===== config.mk =====
export PLATFORM = sky130hd
export DESIGN_NAME = plm_link_ctl
export DESIGN_NICKNAME = d
export VERILOG_FILES = /design/src/inc/plm_pkg.sv /design/src/hdl/plm_link_ctl.sv /design/src/hdl/plm_tick_gen.sv
export SDC_FILE = /design/constraint.sdc
export NUM_CORES = 1
export LEC_CHECK = 0
export ABC_AREA = 1
export BUFFER_PORTS_ARGS = -buffer_cell sky130_fd_sc_hd__buf_2
export CAP_MARGIN = 40
export CELL_PAD_IN_SITES_DETAIL_PLACEMENT = 1
export CELL_PAD_IN_SITES_GLOBAL_PLACEMENT = 1
export CORE_MARGIN = 1.5
export CORE_UTILIZATION = 41
export CTS_CLUSTER_DIAMETER = 50
export CTS_CLUSTER_SIZE = 12
export DETAILED_ROUTE_END_ITERATION = 12
export GPL_ROUTABILITY_DRIVEN = 0
export GPL_TIMING_DRIVEN = 0
export PLACE_DENSITY_LB_ADDON = 0.1
export SYNTH_ARGS = -nofsm -noshare
export SYNTH_HDL_FRONTEND = slang
export SYNTH_SLANG_ARGS = --single-unit

===== constraint.sdc =====
create_clock -name clk_in -period 1.6 [get_ports clk_in]
set_input_delay 0.24 -clock clk_in [delete_from_list [all_inputs] [get_ports clk_in]]
set_output_delay 0.24 -clock clk_in [all_outputs]
set_load 0.01 [all_outputs]

===== src/inc/plm_pkg.sv =====
// Shared constants, register layout and types for the link control block
package plm_pkg;

  // ----------------------------------------------------------------
  // Timing
  // ----------------------------------------------------------------
  localparam int CLK_PERIOD_NS   = 10;
  localparam int XOVER_PERIOD_NS = 150000;   // Crossover search pulses
  localparam int FLP_PERIOD_NS   = 125000;   // Negotiation pulses, +/-14 us
  localparam int XOVER_CYC       = XOVER_PERIOD_NS / CLK_PERIOD_NS;
  localparam int FLP_CYC         = FLP_PERIOD_NS / CLK_PERIOD_NS;
  localparam logic [1:0] STRAP_WAIT = 2'h3;  // Cycles before strap capture

  // ----------------------------------------------------------------
  // Register map (management register numbers)
  // ----------------------------------------------------------------
  localparam logic [4:0] REG_BASIC_STAT = 5'h01;
  localparam logic [4:0] REG_LIVE_STAT  = 5'h11;
  localparam logic [4:0] REG_AUX_CONF   = 5'h12;

  // Basic status bit positions
  localparam int BS_LINK_BIT      = 2;
  localparam int BS_NEG_ABLE_BIT  = 3;
  // Live status bit positions
  localparam int LS_MASTER_BIT    = 0;
  localparam int LS_FDX_BIT       = 1;
  localparam int LS_LINK_BIT      = 2;
  localparam int LS_SPD_LSB       = 3;

  // Auxiliary control value after reset, before straps land
  localparam logic [15:0] AUX_RST = 16'h8000;

  // ----------------------------------------------------------------
  // Encodings
  // ----------------------------------------------------------------
  localparam logic [1:0] SPD_10   = 2'h0;
  localparam logic [1:0] SPD_100  = 2'h1;
  localparam logic [1:0] SPD_1000 = 2'h2;
  localparam logic [1:0] SPD_NONE = 2'h3;
  localparam logic [1:0] OP_WR    = 2'h1;
  localparam logic [1:0] OP_RD    = 2'h2;
  localparam logic [5:0] PRE_ONES = 6'h20;
  localparam logic [3:0] HDR_LAST = 4'hc;
  localparam logic [3:0] DAT_LAST = 4'hf;

  // ----------------------------------------------------------------
  // Types
  // ----------------------------------------------------------------
  typedef struct packed {
    logic       auto_xover;    // 15
    logic       cross_sel;     // 14
    logic       neg_en;        // 13
    logic       role_master;   // 12
    logic [1:0] forced_speed;  // 11:10
    logic       legacy;        // 9
    logic [8:0] rsvd;          // 8:0
  } plm_aux_t;

  typedef struct packed {
    logic       link;
    logic       full_dup;
    logic       master;
    logic [1:0] speed;
  } plm_link_t;

  typedef enum logic [4:0] {
    MS_PRE = 5'h01,
    MS_HDR = 5'h02,
    MS_TA  = 5'h04,
    MS_RD  = 5'h08,
    MS_WR  = 5'h10
  } plm_mstate_t;

endpackage


===== src/hdl/plm_link_ctl.sv =====
// Link mode, crossover, status and management register logic
//
// Contract
// Forced 10/100 partner: parallel detect, half duplex
// Gigabit only both negotiating or forced opposite roles
// Negotiation off: role follows role-select setting
// System should keep negotiation enabled normally
// Crossover search pulses every 150 us
// Negotiation pulses every 125 us +/- 14 us; code sends them only with auto crossover off, else pulses every 150 us
// Aux bit 15 clear disables automatic crossover
// Aux bit 14 picks crossed or straight pairs
// Speed indicator needs selected speed and link
// Basic status link bit latches low until read
// Live register shows link, speed, duplex now
// Legacy mode by strap high or aux bit 9
// Activity on idle error or packet transfer
// Straps set initial configuration, no management needed
// Straps captured once at reset release
`timescale 1ns/1ns
module plm_link_ctl #(
  parameter int         XOVER_CYC = plm_pkg::XOVER_CYC,
  parameter int         FLP_CYC   = plm_pkg::FLP_CYC,
  parameter logic [4:0] PHY_ADDR  = 5'h01
) (
  // Clock and reset
  input  wire logic       clk_in,
  input  wire logic       rst_b_in,
  // Management pins
  input  wire logic       mdc_in,
  input  wire logic       mdio_in,
  output logic            mdio_out,
  output logic            mdio_oe_b_out,
  // Strap pins
  input  wire logic       strap_neg_enable_in,
  input  wire logic       strap_role_master_in,
  input  wire logic       strap_legacy_in,
  // Line receiver status
  input  wire logic       partner_negotiating_in,
  input  wire logic [1:0] partner_speed_in,
  input  wire logic       partner_master_in,
  input  wire logic       rx_good_in,
  input  wire logic       idle_error_in,
  input  wire logic       packet_xfer_in,
  // Line pulses
  output logic            pulse_straight_out,
  output logic            pulse_crossed_out,
  output logic            pair_crossed_out,
  // Indicators and status
  output logic            led_10_out,
  output logic            led_100_out,
  output logic            led_1000_out,
  output logic            activity_out,
  output logic            link_up_out,
  output logic            role_master_out,
  output logic            legacy_mode_out
);

  // ----------------------------------------------------------------
  // Parameter check
  // ----------------------------------------------------------------
  generate
    if (XOVER_CYC < 2 || FLP_CYC < 2) begin : g_bad_cyc
      $error("plm_link_ctl: pulse periods must be at least 2 cycles");
    end
  endgenerate

  // ----------------------------------------------------------------
  // Pin synchronisers
  // ----------------------------------------------------------------
  logic [2:0]      mdc_s_q, mdc_s_d, mdio_s_q, mdio_s_d;
  logic [2:0][2:0] strap_s_q, strap_s_d;
  logic            mdc_lvl_q, mdc_lvl_d, mdc_rise, mdio_bit;
  logic            mdio_lvl_q, mdio_lvl_d;

  // Three stages; a change counts once stages two and three agree
  always_comb begin
    mdc_s_d   = {mdc_s_q[1:0], mdc_in};
    mdio_s_d  = {mdio_s_q[1:0], mdio_in};
    strap_s_d = {strap_s_q[1:0],
                 {strap_legacy_in, strap_role_master_in,
                  strap_neg_enable_in}};
    mdc_lvl_d = (mdc_s_q[1] == mdc_s_q[2]) ? mdc_s_q[2] : mdc_lvl_q;
    mdc_rise  = mdc_lvl_d && !mdc_lvl_q;
    mdio_lvl_d = (mdio_s_q[1] == mdio_s_q[2]) ? mdio_s_q[2] : mdio_lvl_q;
    mdio_bit  = mdio_lvl_d;
  end

  // Synchroniser registers
  always_ff @(posedge clk_in or negedge rst_b_in) begin
    if (!rst_b_in) begin
      mdc_s_q    <= '1;                 // High idle: no false rise
      mdio_s_q   <= '1;
      strap_s_q  <= '0;
      mdc_lvl_q  <= 1'b1;
      mdio_lvl_q <= 1'b1;
    end else begin
      mdc_s_q    <= mdc_s_d;
      mdio_s_q   <= mdio_s_d;
      strap_s_q  <= strap_s_d;
      mdc_lvl_q  <= mdc_lvl_d;
      mdio_lvl_q <= mdio_lvl_d;
    end
  end

  // ----------------------------------------------------------------
  // Configuration: strap capture and auxiliary control
  // ----------------------------------------------------------------
  plm_pkg::plm_aux_t aux_q, aux_d;
  logic [1:0]        strap_cnt_q, strap_cnt_d;
  logic              strap_done_q, strap_done_d;
  logic              strap_leg_q, strap_leg_d;
  logic              wr_stb;
  logic [4:0]        addr_q;
  logic [15:0]       wr_data;
  logic [15:0]       sr_q;

  assign wr_data = {sr_q[14:0], mdio_bit};

  // Straps land once after release, then writes may override
  always_comb begin
    aux_d        = aux_q;
    strap_cnt_d  = strap_cnt_q;
    strap_done_d = strap_done_q;
    strap_leg_d  = strap_leg_q;
    if (!strap_done_q) begin
      if (strap_cnt_q != plm_pkg::STRAP_WAIT) begin
        strap_cnt_d = strap_cnt_q + 2'h1;
      end else if (strap_s_q[1] == strap_s_q[2]) begin
        strap_done_d     = 1'b1;
        aux_d.neg_en     = strap_s_q[2][0];
        aux_d.role_master = strap_s_q[2][1];
        strap_leg_d      = strap_s_q[2][2];
      end
    end else if (wr_stb && addr_q == plm_pkg::REG_AUX_CONF) begin
      aux_d      = plm_pkg::plm_aux_t'(wr_data);
      aux_d.rsvd = '0;
    end
  end

  // Configuration registers
  always_ff @(posedge clk_in or negedge rst_b_in) begin
    if (!rst_b_in) begin
      aux_q        <= plm_pkg::plm_aux_t'(plm_pkg::AUX_RST);
      strap_cnt_q  <= '0;
      strap_done_q <= 1'b0;
      strap_leg_q  <= 1'b0;
    end else begin
      aux_q        <= aux_d;
      strap_cnt_q  <= strap_cnt_d;
      strap_done_q <= strap_done_d;
      strap_leg_q  <= strap_leg_d;
    end
  end

  // ----------------------------------------------------------------
  // Link resolution, indicators and status
  // ----------------------------------------------------------------
  plm_pkg::plm_link_t st_q, st_d;
  logic               ok;
  logic               lat_q, lat_d, act_q, act_d, leg_q, leg_d;
  logic [2:0]         led_q, led_d;
  logic               rd_basic_stb;

  // Resolve speed, duplex and role against the partner
  always_comb begin
    ok          = 1'b0;
    st_d        = st_q;
    st_d.master = aux_q.role_master;
    if (aux_q.neg_en) begin
      if (partner_negotiating_in) begin
        ok            = 1'b1;
        st_d.speed    = plm_pkg::SPD_1000;
        st_d.full_dup = 1'b1;
        st_d.master   = !partner_master_in;
      end else if (partner_speed_in == plm_pkg::SPD_10 ||
                   partner_speed_in == plm_pkg::SPD_100) begin
        ok            = 1'b1;
        st_d.speed    = partner_speed_in;
        st_d.full_dup = 1'b0;
      end
    end else begin
      st_d.speed    = aux_q.forced_speed;
      st_d.full_dup = (aux_q.forced_speed == plm_pkg::SPD_1000);
      ok = !partner_negotiating_in &&
           partner_speed_in == aux_q.forced_speed &&
           aux_q.forced_speed != plm_pkg::SPD_NONE &&
           (aux_q.forced_speed != plm_pkg::SPD_1000 ||
            aux_q.role_master != partner_master_in);
    end
    st_d.link = ok && rx_good_in;
    // Indicator is speed AND good link
    led_d[0] = st_d.link && st_d.speed == plm_pkg::SPD_10;
    led_d[1] = st_d.link && st_d.speed == plm_pkg::SPD_100;
    led_d[2] = st_d.link && st_d.speed == plm_pkg::SPD_1000;
    // Loss wins over the re-arm of a read in the same cycle
    lat_d = rd_basic_stb ? st_q.link : (lat_q && st_q.link);
    act_d = st_q.link && (idle_error_in || packet_xfer_in);
    leg_d = strap_leg_q || aux_q.legacy;
  end

  // Link state registers
  always_ff @(posedge clk_in or negedge rst_b_in) begin
    if (!rst_b_in) begin
      st_q  <= '0;
      lat_q <= 1'b0;
      act_q <= 1'b0;
      leg_q <= 1'b0;
      led_q <= '0;
    end else begin
      st_q  <= st_d;
      lat_q <= lat_d;
      act_q <= act_d;
      leg_q <= leg_d;
      led_q <= led_d;
    end
  end

  assign led_10_out      = led_q[0];
  assign led_100_out     = led_q[1];
  assign led_1000_out    = led_q[2];
  assign activity_out    = act_q;
  assign link_up_out     = st_q.link;
  assign role_master_out = st_q.master;
  assign legacy_mode_out = leg_q;

  // ----------------------------------------------------------------
  // Crossover control and link pulses
  // ----------------------------------------------------------------
  logic x_en, f_en, x_tick, f_tick;
  logic pair_q, pair_d, pst_q, pst_d, pcr_q, pcr_d;

  assign x_en = aux_q.auto_xover && !st_q.link;
  assign f_en = !aux_q.auto_xover && aux_q.neg_en && !st_q.link;

  plm_tick_gen #(.PERIOD(XOVER_CYC)) u_xover_tick (
    .clk_in   (clk_in),
    .rst_b_in (rst_b_in),
    .en_in    (x_en),
    .tick_out (x_tick)
  );

  plm_tick_gen #(.PERIOD(FLP_CYC)) u_flp_tick (
    .clk_in   (clk_in),
    .rst_b_in (rst_b_in),
    .en_in    (f_en),
    .tick_out (f_tick)
  );

  // Auto search hops pairs per pulse; manual mode uses bit 14
  always_comb begin
    if (!aux_q.auto_xover) begin
      pair_d = aux_q.cross_sel;
    end else begin
      pair_d = pair_q ^ x_tick;
    end
    pst_d = (x_tick || f_tick) && !pair_d;
    pcr_d = (x_tick || f_tick) && pair_d;
  end

  // Pulse registers
  always_ff @(posedge clk_in or negedge rst_b_in) begin
    if (!rst_b_in) begin
      pair_q <= 1'b0;
      pst_q  <= 1'b0;
      pcr_q  <= 1'b0;
    end else begin
      pair_q <= pair_d;
      pst_q  <= pst_d;
      pcr_q  <= pcr_d;
    end
  end

  assign pulse_straight_out = pst_q;
  assign pulse_crossed_out  = pcr_q;
  assign pair_crossed_out   = pair_q;

  // Gap counters between ticks, read only by checks
  int xgap_q, fgap_q;
  always_ff @(posedge clk_in or negedge rst_b_in) begin
    if (!rst_b_in) begin
      xgap_q <= 0;
      fgap_q <= 0;
    end else begin
      xgap_q <= !x_en ? 0 : (x_tick ? 1 : (xgap_q == 0 ? 0 : xgap_q + 1));
      fgap_q <= !f_en ? 0 : (f_tick ? 1 : (fgap_q == 0 ? 0 : fgap_q + 1));
    end
  end

  // ----------------------------------------------------------------
  // Management serial slave
  // ----------------------------------------------------------------
  plm_pkg::plm_mstate_t ms_q, ms_d;
  logic [5:0]  cnt_q, cnt_d;
  logic [15:0] sr_d;
  logic [4:0]  addr_d;
  logic        rd_op_q, rd_op_d, mo_q, mo_d, moe_b_q, moe_b_d;
  logic [12:0] hv;
  logic        hdr_ok;

  // Register read view
  function automatic logic [15:0] rd_mux(input logic [4:0] a);
    logic [15:0] v;
    v = '0;
    if (a == plm_pkg::REG_BASIC_STAT) begin
      v[plm_pkg::BS_NEG_ABLE_BIT] = 1'b1;
      v[plm_pkg::BS_LINK_BIT]     = lat_q;
    end else if (a == plm_pkg::REG_LIVE_STAT) begin
      v[plm_pkg::LS_LINK_BIT]     = st_q.link;
      v[plm_pkg::LS_FDX_BIT]      = st_q.full_dup;
      v[plm_pkg::LS_MASTER_BIT]   = st_q.master;
      v[plm_pkg::LS_SPD_LSB +: 2] = st_q.speed;
    end else if (a == plm_pkg::REG_AUX_CONF) begin
      v = 16'(aux_q);
    end
    return v;
  endfunction

  assign hv     = {sr_q[11:0], mdio_bit};
  assign hdr_ok = hv[12] && hv[9:5] == PHY_ADDR;

  // Frame walk: preamble, header, turnaround, data
  always_comb begin
    ms_d    = ms_q;
    cnt_d   = cnt_q;
    sr_d    = sr_q;
    addr_d  = addr_q;
    rd_op_d = rd_op_q;
    mo_d    = mo_q;
    moe_b_d = moe_b_q;
    wr_stb = 1'b0;
    rd_basic_stb = 1'b0;
    if (mdc_rise) begin
      unique case (ms_q)
        plm_pkg::MS_PRE: begin
          if (mdio_bit) begin
            if (cnt_q != plm_pkg::PRE_ONES) cnt_d = cnt_q + 6'h01;
          end else begin
            cnt_d = '0;
            if (cnt_q == plm_pkg::PRE_ONES) ms_d = plm_pkg::MS_HDR;
          end
        end
        plm_pkg::MS_HDR: begin
          sr_d  = {sr_q[14:0], mdio_bit};
          cnt_d = cnt_q + 6'h01;
          if (cnt_q[3:0] == plm_pkg::HDR_LAST) begin
            cnt_d  = '0;
            addr_d = hv[4:0];
            ms_d   = plm_pkg::MS_PRE;
            if (hdr_ok && hv[11:10] == plm_pkg::OP_RD) begin
              ms_d         = plm_pkg::MS_TA;
              rd_op_d      = 1'b1;
              sr_d         = rd_mux(hv[4:0]);
              rd_basic_stb = hv[4:0] == plm_pkg::REG_BASIC_STAT;
            end else if (hdr_ok && hv[11:10] == plm_pkg::OP_WR) begin
              ms_d    = plm_pkg::MS_TA;
              rd_op_d = 1'b0;
            end
          end
        end
        plm_pkg::MS_TA: begin
          cnt_d = cnt_q + 6'h01;
          if (cnt_q == 6'h00) begin
            if (rd_op_q) begin
              moe_b_d = 1'b0;
              mo_d    = 1'b0;
            end
          end else begin
            cnt_d = '0;
            ms_d  = rd_op_q ? plm_pkg::MS_RD : plm_pkg::MS_WR;
            if (rd_op_q) begin
              mo_d = sr_q[15];
              sr_d = {sr_q[14:0], 1'b0};
            end
          end
        end
        plm_pkg::MS_RD: begin
          cnt_d = cnt_q + 6'h01;
          if (cnt_q[3:0] == plm_pkg::DAT_LAST) begin
            cnt_d   = '0;
            ms_d    = plm_pkg::MS_PRE;
            moe_b_d = 1'b1;
            mo_d    = 1'b1;
          end else begin
            mo_d = sr_q[15];
            sr_d = {sr_q[14:0], 1'b0};
          end
        end
        plm_pkg::MS_WR: begin
          sr_d  = wr_data;
          cnt_d = cnt_q + 6'h01;
          if (cnt_q[3:0] == plm_pkg::DAT_LAST) begin
            cnt_d  = '0;
            ms_d   = plm_pkg::MS_PRE;
            wr_stb = 1'b1;
          end
        end
        default: ms_d = plm_pkg::MS_PRE;
      endcase
    end
  end

  // Management registers
  always_ff @(posedge clk_in or negedge rst_b_in) begin
    if (!rst_b_in) begin
      ms_q    <= plm_pkg::MS_PRE;
      cnt_q   <= '0;
      sr_q    <= '0;
      addr_q  <= '0;
      rd_op_q <= 1'b0;
      mo_q    <= 1'b1;
      moe_b_q <= 1'b1;
    end else begin
      ms_q    <= ms_d;
      cnt_q   <= cnt_d;
      sr_q    <= sr_d;
      addr_q  <= addr_d;
      rd_op_q <= rd_op_d;
      mo_q    <= mo_d;
      moe_b_q <= moe_b_d;
    end
  end

  assign mdio_out      = mo_q;
  assign mdio_oe_b_out = moe_b_q;

endmodule


===== src/hdl/plm_tick_gen.sv =====
// Periodic one-cycle tick generator with enable
`timescale 1ns/1ns
module plm_tick_gen #(
  parameter int PERIOD = 16
) (
  // Clock and reset
  input  wire logic clk_in,
  input  wire logic rst_b_in,
  // Control and tick
  input  wire logic en_in,
  output logic      tick_out
);
  localparam int W = (PERIOD > 2) ? $clog2(PERIOD) : 1;

  // ----------------------------------------------------------------
  // Parameter check
  // ----------------------------------------------------------------
  generate
    if (PERIOD < 2) begin : g_bad_period
      $error("plm_tick_gen: PERIOD must be at least 2");
    end
  endgenerate

  logic [W-1:0] cnt_q;
  logic [W-1:0] cnt_d;

  // Count while enabled, restart whenever disabled
  always_comb begin
    tick_out = en_in && (cnt_q == W'(PERIOD - 1));
    if (!en_in || tick_out) begin
      cnt_d = '0;
    end else begin
      cnt_d = cnt_q + W'(1);
    end
  end

  // Counter register
  always_ff @(posedge clk_in or negedge rst_b_in) begin
    if (!rst_b_in) begin
      cnt_q <= '0;
    end else begin
      cnt_q <= cnt_d;
    end
  end
endmodule


==> impl_metrics.py <==
metrics = {
    "status": {
        "status": "complete, but fails checks",
        "violations": "setup timing",
    },
    "worst_setup_path": {
        "worst_setup_path_start_kind": "flop",
        "slowest_delay_ps": 590,
        "endpoint_kind": "flop",
        "arrival_ps": 2060,
        "worst_ep_required_time_ps": 1860,
        "crit_fanout": 5,
        "crit_family": "simple AND/OR/NAND/NOR gates",
        "cp_slowest_cell": "dfstp_2",
        "crit_top_cell": "nor2_4",
        "critPathKind": "flop to flop",
        "path_buf_inv": 2,
        "crit_path_cell_trace": "nor2_4, nand3_4, buf_6, nand3_4, nor2_4, nor2_4, buf_4, nand2_1, nand2_1",
    },
    "detailed_routing": {
        "drt_pass1_iterations": 4,
        "drc": 0,
        "wirelength_um": 17300,
        "wl_per_cell_um": 17.6,
        "drt_iter0_drc": 290,
        "viasPerCell": 5.26,
        "antenna_left": 0,
        "vias": 5158,
    },
    "floorplan": {
        "fp.dieH_um": 117,
        "die_w_um": 117,
        "die-area_um2": 13700,
        "row_count": 41,
        "core-area_um2": 12700,
        "io_pins": 26,
        "start_util_pct": 42.2,
    },
    "power": {
        "peakVddDrop_uv": 740,
        "p_per_area_nw_per_um2": 1040,
        "p_leak_nw": 3.40,
    },
    "yosys": {
        "synth_top_family_by_area": "simple AND/OR/NAND/NOR gates",
        "synth_cell_type_count": 34,
        "yosysTopAreaCellShare_pct": 43.5,
        "synth_compound_area_share_pct": 5.62,
        "syn_avg_cell_area_um2": 7.72,
        "synthCells": 693,
        "synth_nets": 713,
        "synth_top_cell_by_area": "dfrtp_1",
        "synth_area_um2": 5350,
        "yosys.area_share.adder_pct": 1.40,
        "yosys.area_share.simple_pct": 34.4,
        "synthXorXnorAreaFrac_pct": 1.80,
        "muxShareOfSynthArea_pct": 0.211,
        "ys_seq_area_share_pct": 49.4,
        "yosys_warnings": 0,
        "ys_seq_elements": 105,
        "synthTopCellsByArea": "dfrtp_1 44%, nand2_1 13%, nor2_1 6.8%",
    },
    "clocking": {
        "clockBufferDepth": 2,
        "htreeDepth": 3,
        "clk_latency_ps": 370,
        "clk_pin_slew_ps": 70,
        "numCtsBuffers": 9,
        "clockRootBuffer": "clkbuf_16",
        "clock_sinks": 105,
        "cts_tree": "done",
    },
    "finish": {
        "nets": 823,
        "layout_commonest_cell": "nand2_1",
        "area_growth_syn_to_layout_pct": 36.4,
        "drive_above_1_share_pct": 31.3,
        "antenna_cells": 0,
        "mostFrequentLayoutCells": "164 x nand2_1, 88 x dfrtp_1, 77 x nor2_1",
        "final_cell_area_um2": 7290,
        "final_util_pct": 57.6,
    },
    "hold_path": {
        "hold_path_class": "primary input to flop",
    },
    "timing": {
        "setup_tns_ps": -3790,
        "fin_ws_ps": -206,
        "slew_violations": 0,
        "hold_viol_final": 0,
        "finalClockSkew_ps": 7.33,
        "max_freq_mhz": 554,
        "rsz0062_at_grt": "true",
        "slew_headroom_pct": 54.9,
        "worst_pin_slew_ps": 677,
        "min_period_ps": 1810,
        "setup_viol": 30,
        "post-route-period-util_pct": 113,
        "whs_ps": 96.9,
    },
    "grt": {
        "grt_max_degree": 56,
        "grt-ovfl-total": 0,
        "antenna_found_initial": 0,
        "grt_pass1_vias": 5305,
        "grt_usage_pct": 24.2,
        "grt_first_pass_wirelength_um": 25300,
    },
    "place": {
        "placed_area_um2": 5730,
        "port_buffers": 25,
        "post-place-ws_ps": -526,
        "hpwl_um": 10200,
    },
    "job": {
        "cap_violations": 0,
    },
}
flip-flops by register name, indices dropped and copies added, names as in the netlist, 2 cells and up:
signal,count
addr_q,5
aux_q,7
cnt_q,6
led_q,3
mdc_s_q,3
mdio_s_q,3
ms_q,5
sr_q,16
st_q,3
strap_cnt_q,2
strap_s_d,6
strap_s_q,3
u_flp_tick.cnt_q,14
u_xover_tick.cnt_q,14
report_power, final:
| part | total, W | switching [W] | leakage, nW | internal (W) |
|---|---|---|---|---|
| sequential | 0.00300 | 0.000158 | 1.37 | 0.00284 |
| combinational | 0.00212 | 0.00126 | 1.88 | 0.000860 |
| clock | 0.00243 | 0.00105 | 0.151 | 0.00138 |
metrics by stage:
| step | power, W | std cells |
|---|---|---|
| final | 0.00755 | 980 |
| after global routing | 0.00785 | 980 |
| after CTS | 0.00705 | 958 |
| after detailed placement | 0.00421 | 891 |
| after global placement | 0.00413 | 890 |
| after floorplan | 0.00381 | 693 |
path summary, 6_finish.rpt:
kind                                        start                       endpoint  slack (ps)  cells past startpoint
hold / removal                  partner_master_in      role_master_out$_DFF_PN0_         100                      2
hold reg to reg            strap_s_d[4]$_DFF_PN0_         strap_s_d[7]$_DFF_PN0_         350                      0
setup reg to reg              ms_q[0]$_DFFE_PN1P_            sr_q[3]$_DFFE_PN0P_        -210                      9
min in group asynchronous                rst_b_in  u_flp_tick.cnt_q[5]$_DFF_PN0_         460                      2
setup / recovery              ms_q[0]$_DFFE_PN1P_            sr_q[3]$_DFFE_PN0P_        -210                      9
max in group asynchronous                rst_b_in          mdio_s_q[2]$_DFF_PN1_         380                      3
synthesized netlist by cell type, drive strengths merged:
library cell	n
nand3b	1
a21oi	9
xor2	4
o21ai	40
dfstp	12
o311ai	1
a22oi	2
buf	8
nor2	107
dfrtp	93
xnor2	7
mux2	1
nor3b	1
or2	2
o21bai	2
nor4	3
nand3	73
nor3	23
inv	86
clkbuf	1
a31oi	2
nand2	193
nand4	16
ha	6
timing repair:
| item | in CTS | in global routing |
|---|---|---|
| setup buffers | 42 | 22 |
| hold buffers | 6 | 0 |
| cloned | 3 | 0 |
| gates resized for setup | 71 | 112 |
| pin swaps | 28 | 36 |
| setup endpoints to repair | 66 | 69 |
| endpoints found under the hold margin | 55 | 0 |
kinds of logic after synthesis:
family,Yosys count
simple gates,419
flops,105
buf+inv,95
compound gates,56
xor+xnor,11
fa+ha+maj,6
mux,1
area by class of cell:
cell class | instances | area, µm²
clock inverter | 6 | 91.3
buffer | 9 | 93.8
tap | 172 | 215
clock buffer | 10 | 229
multi-input combinational | 493 | 2840
inverter | 86 | 338
timing repair buffer | 99 | 833
sequential | 105 | 2650
fill | 1541 | 5380
per-layer routing:
metal	vias up	GRT usage (%)	share of wire (%)
met2	90	43.9	53
met1	2588	28.5	41
met4	0	8.27	2.9
li1	2443	-	-
met5	-	0	0
met3	37	5.05	3.0
(Power assumes the default switching activity.)
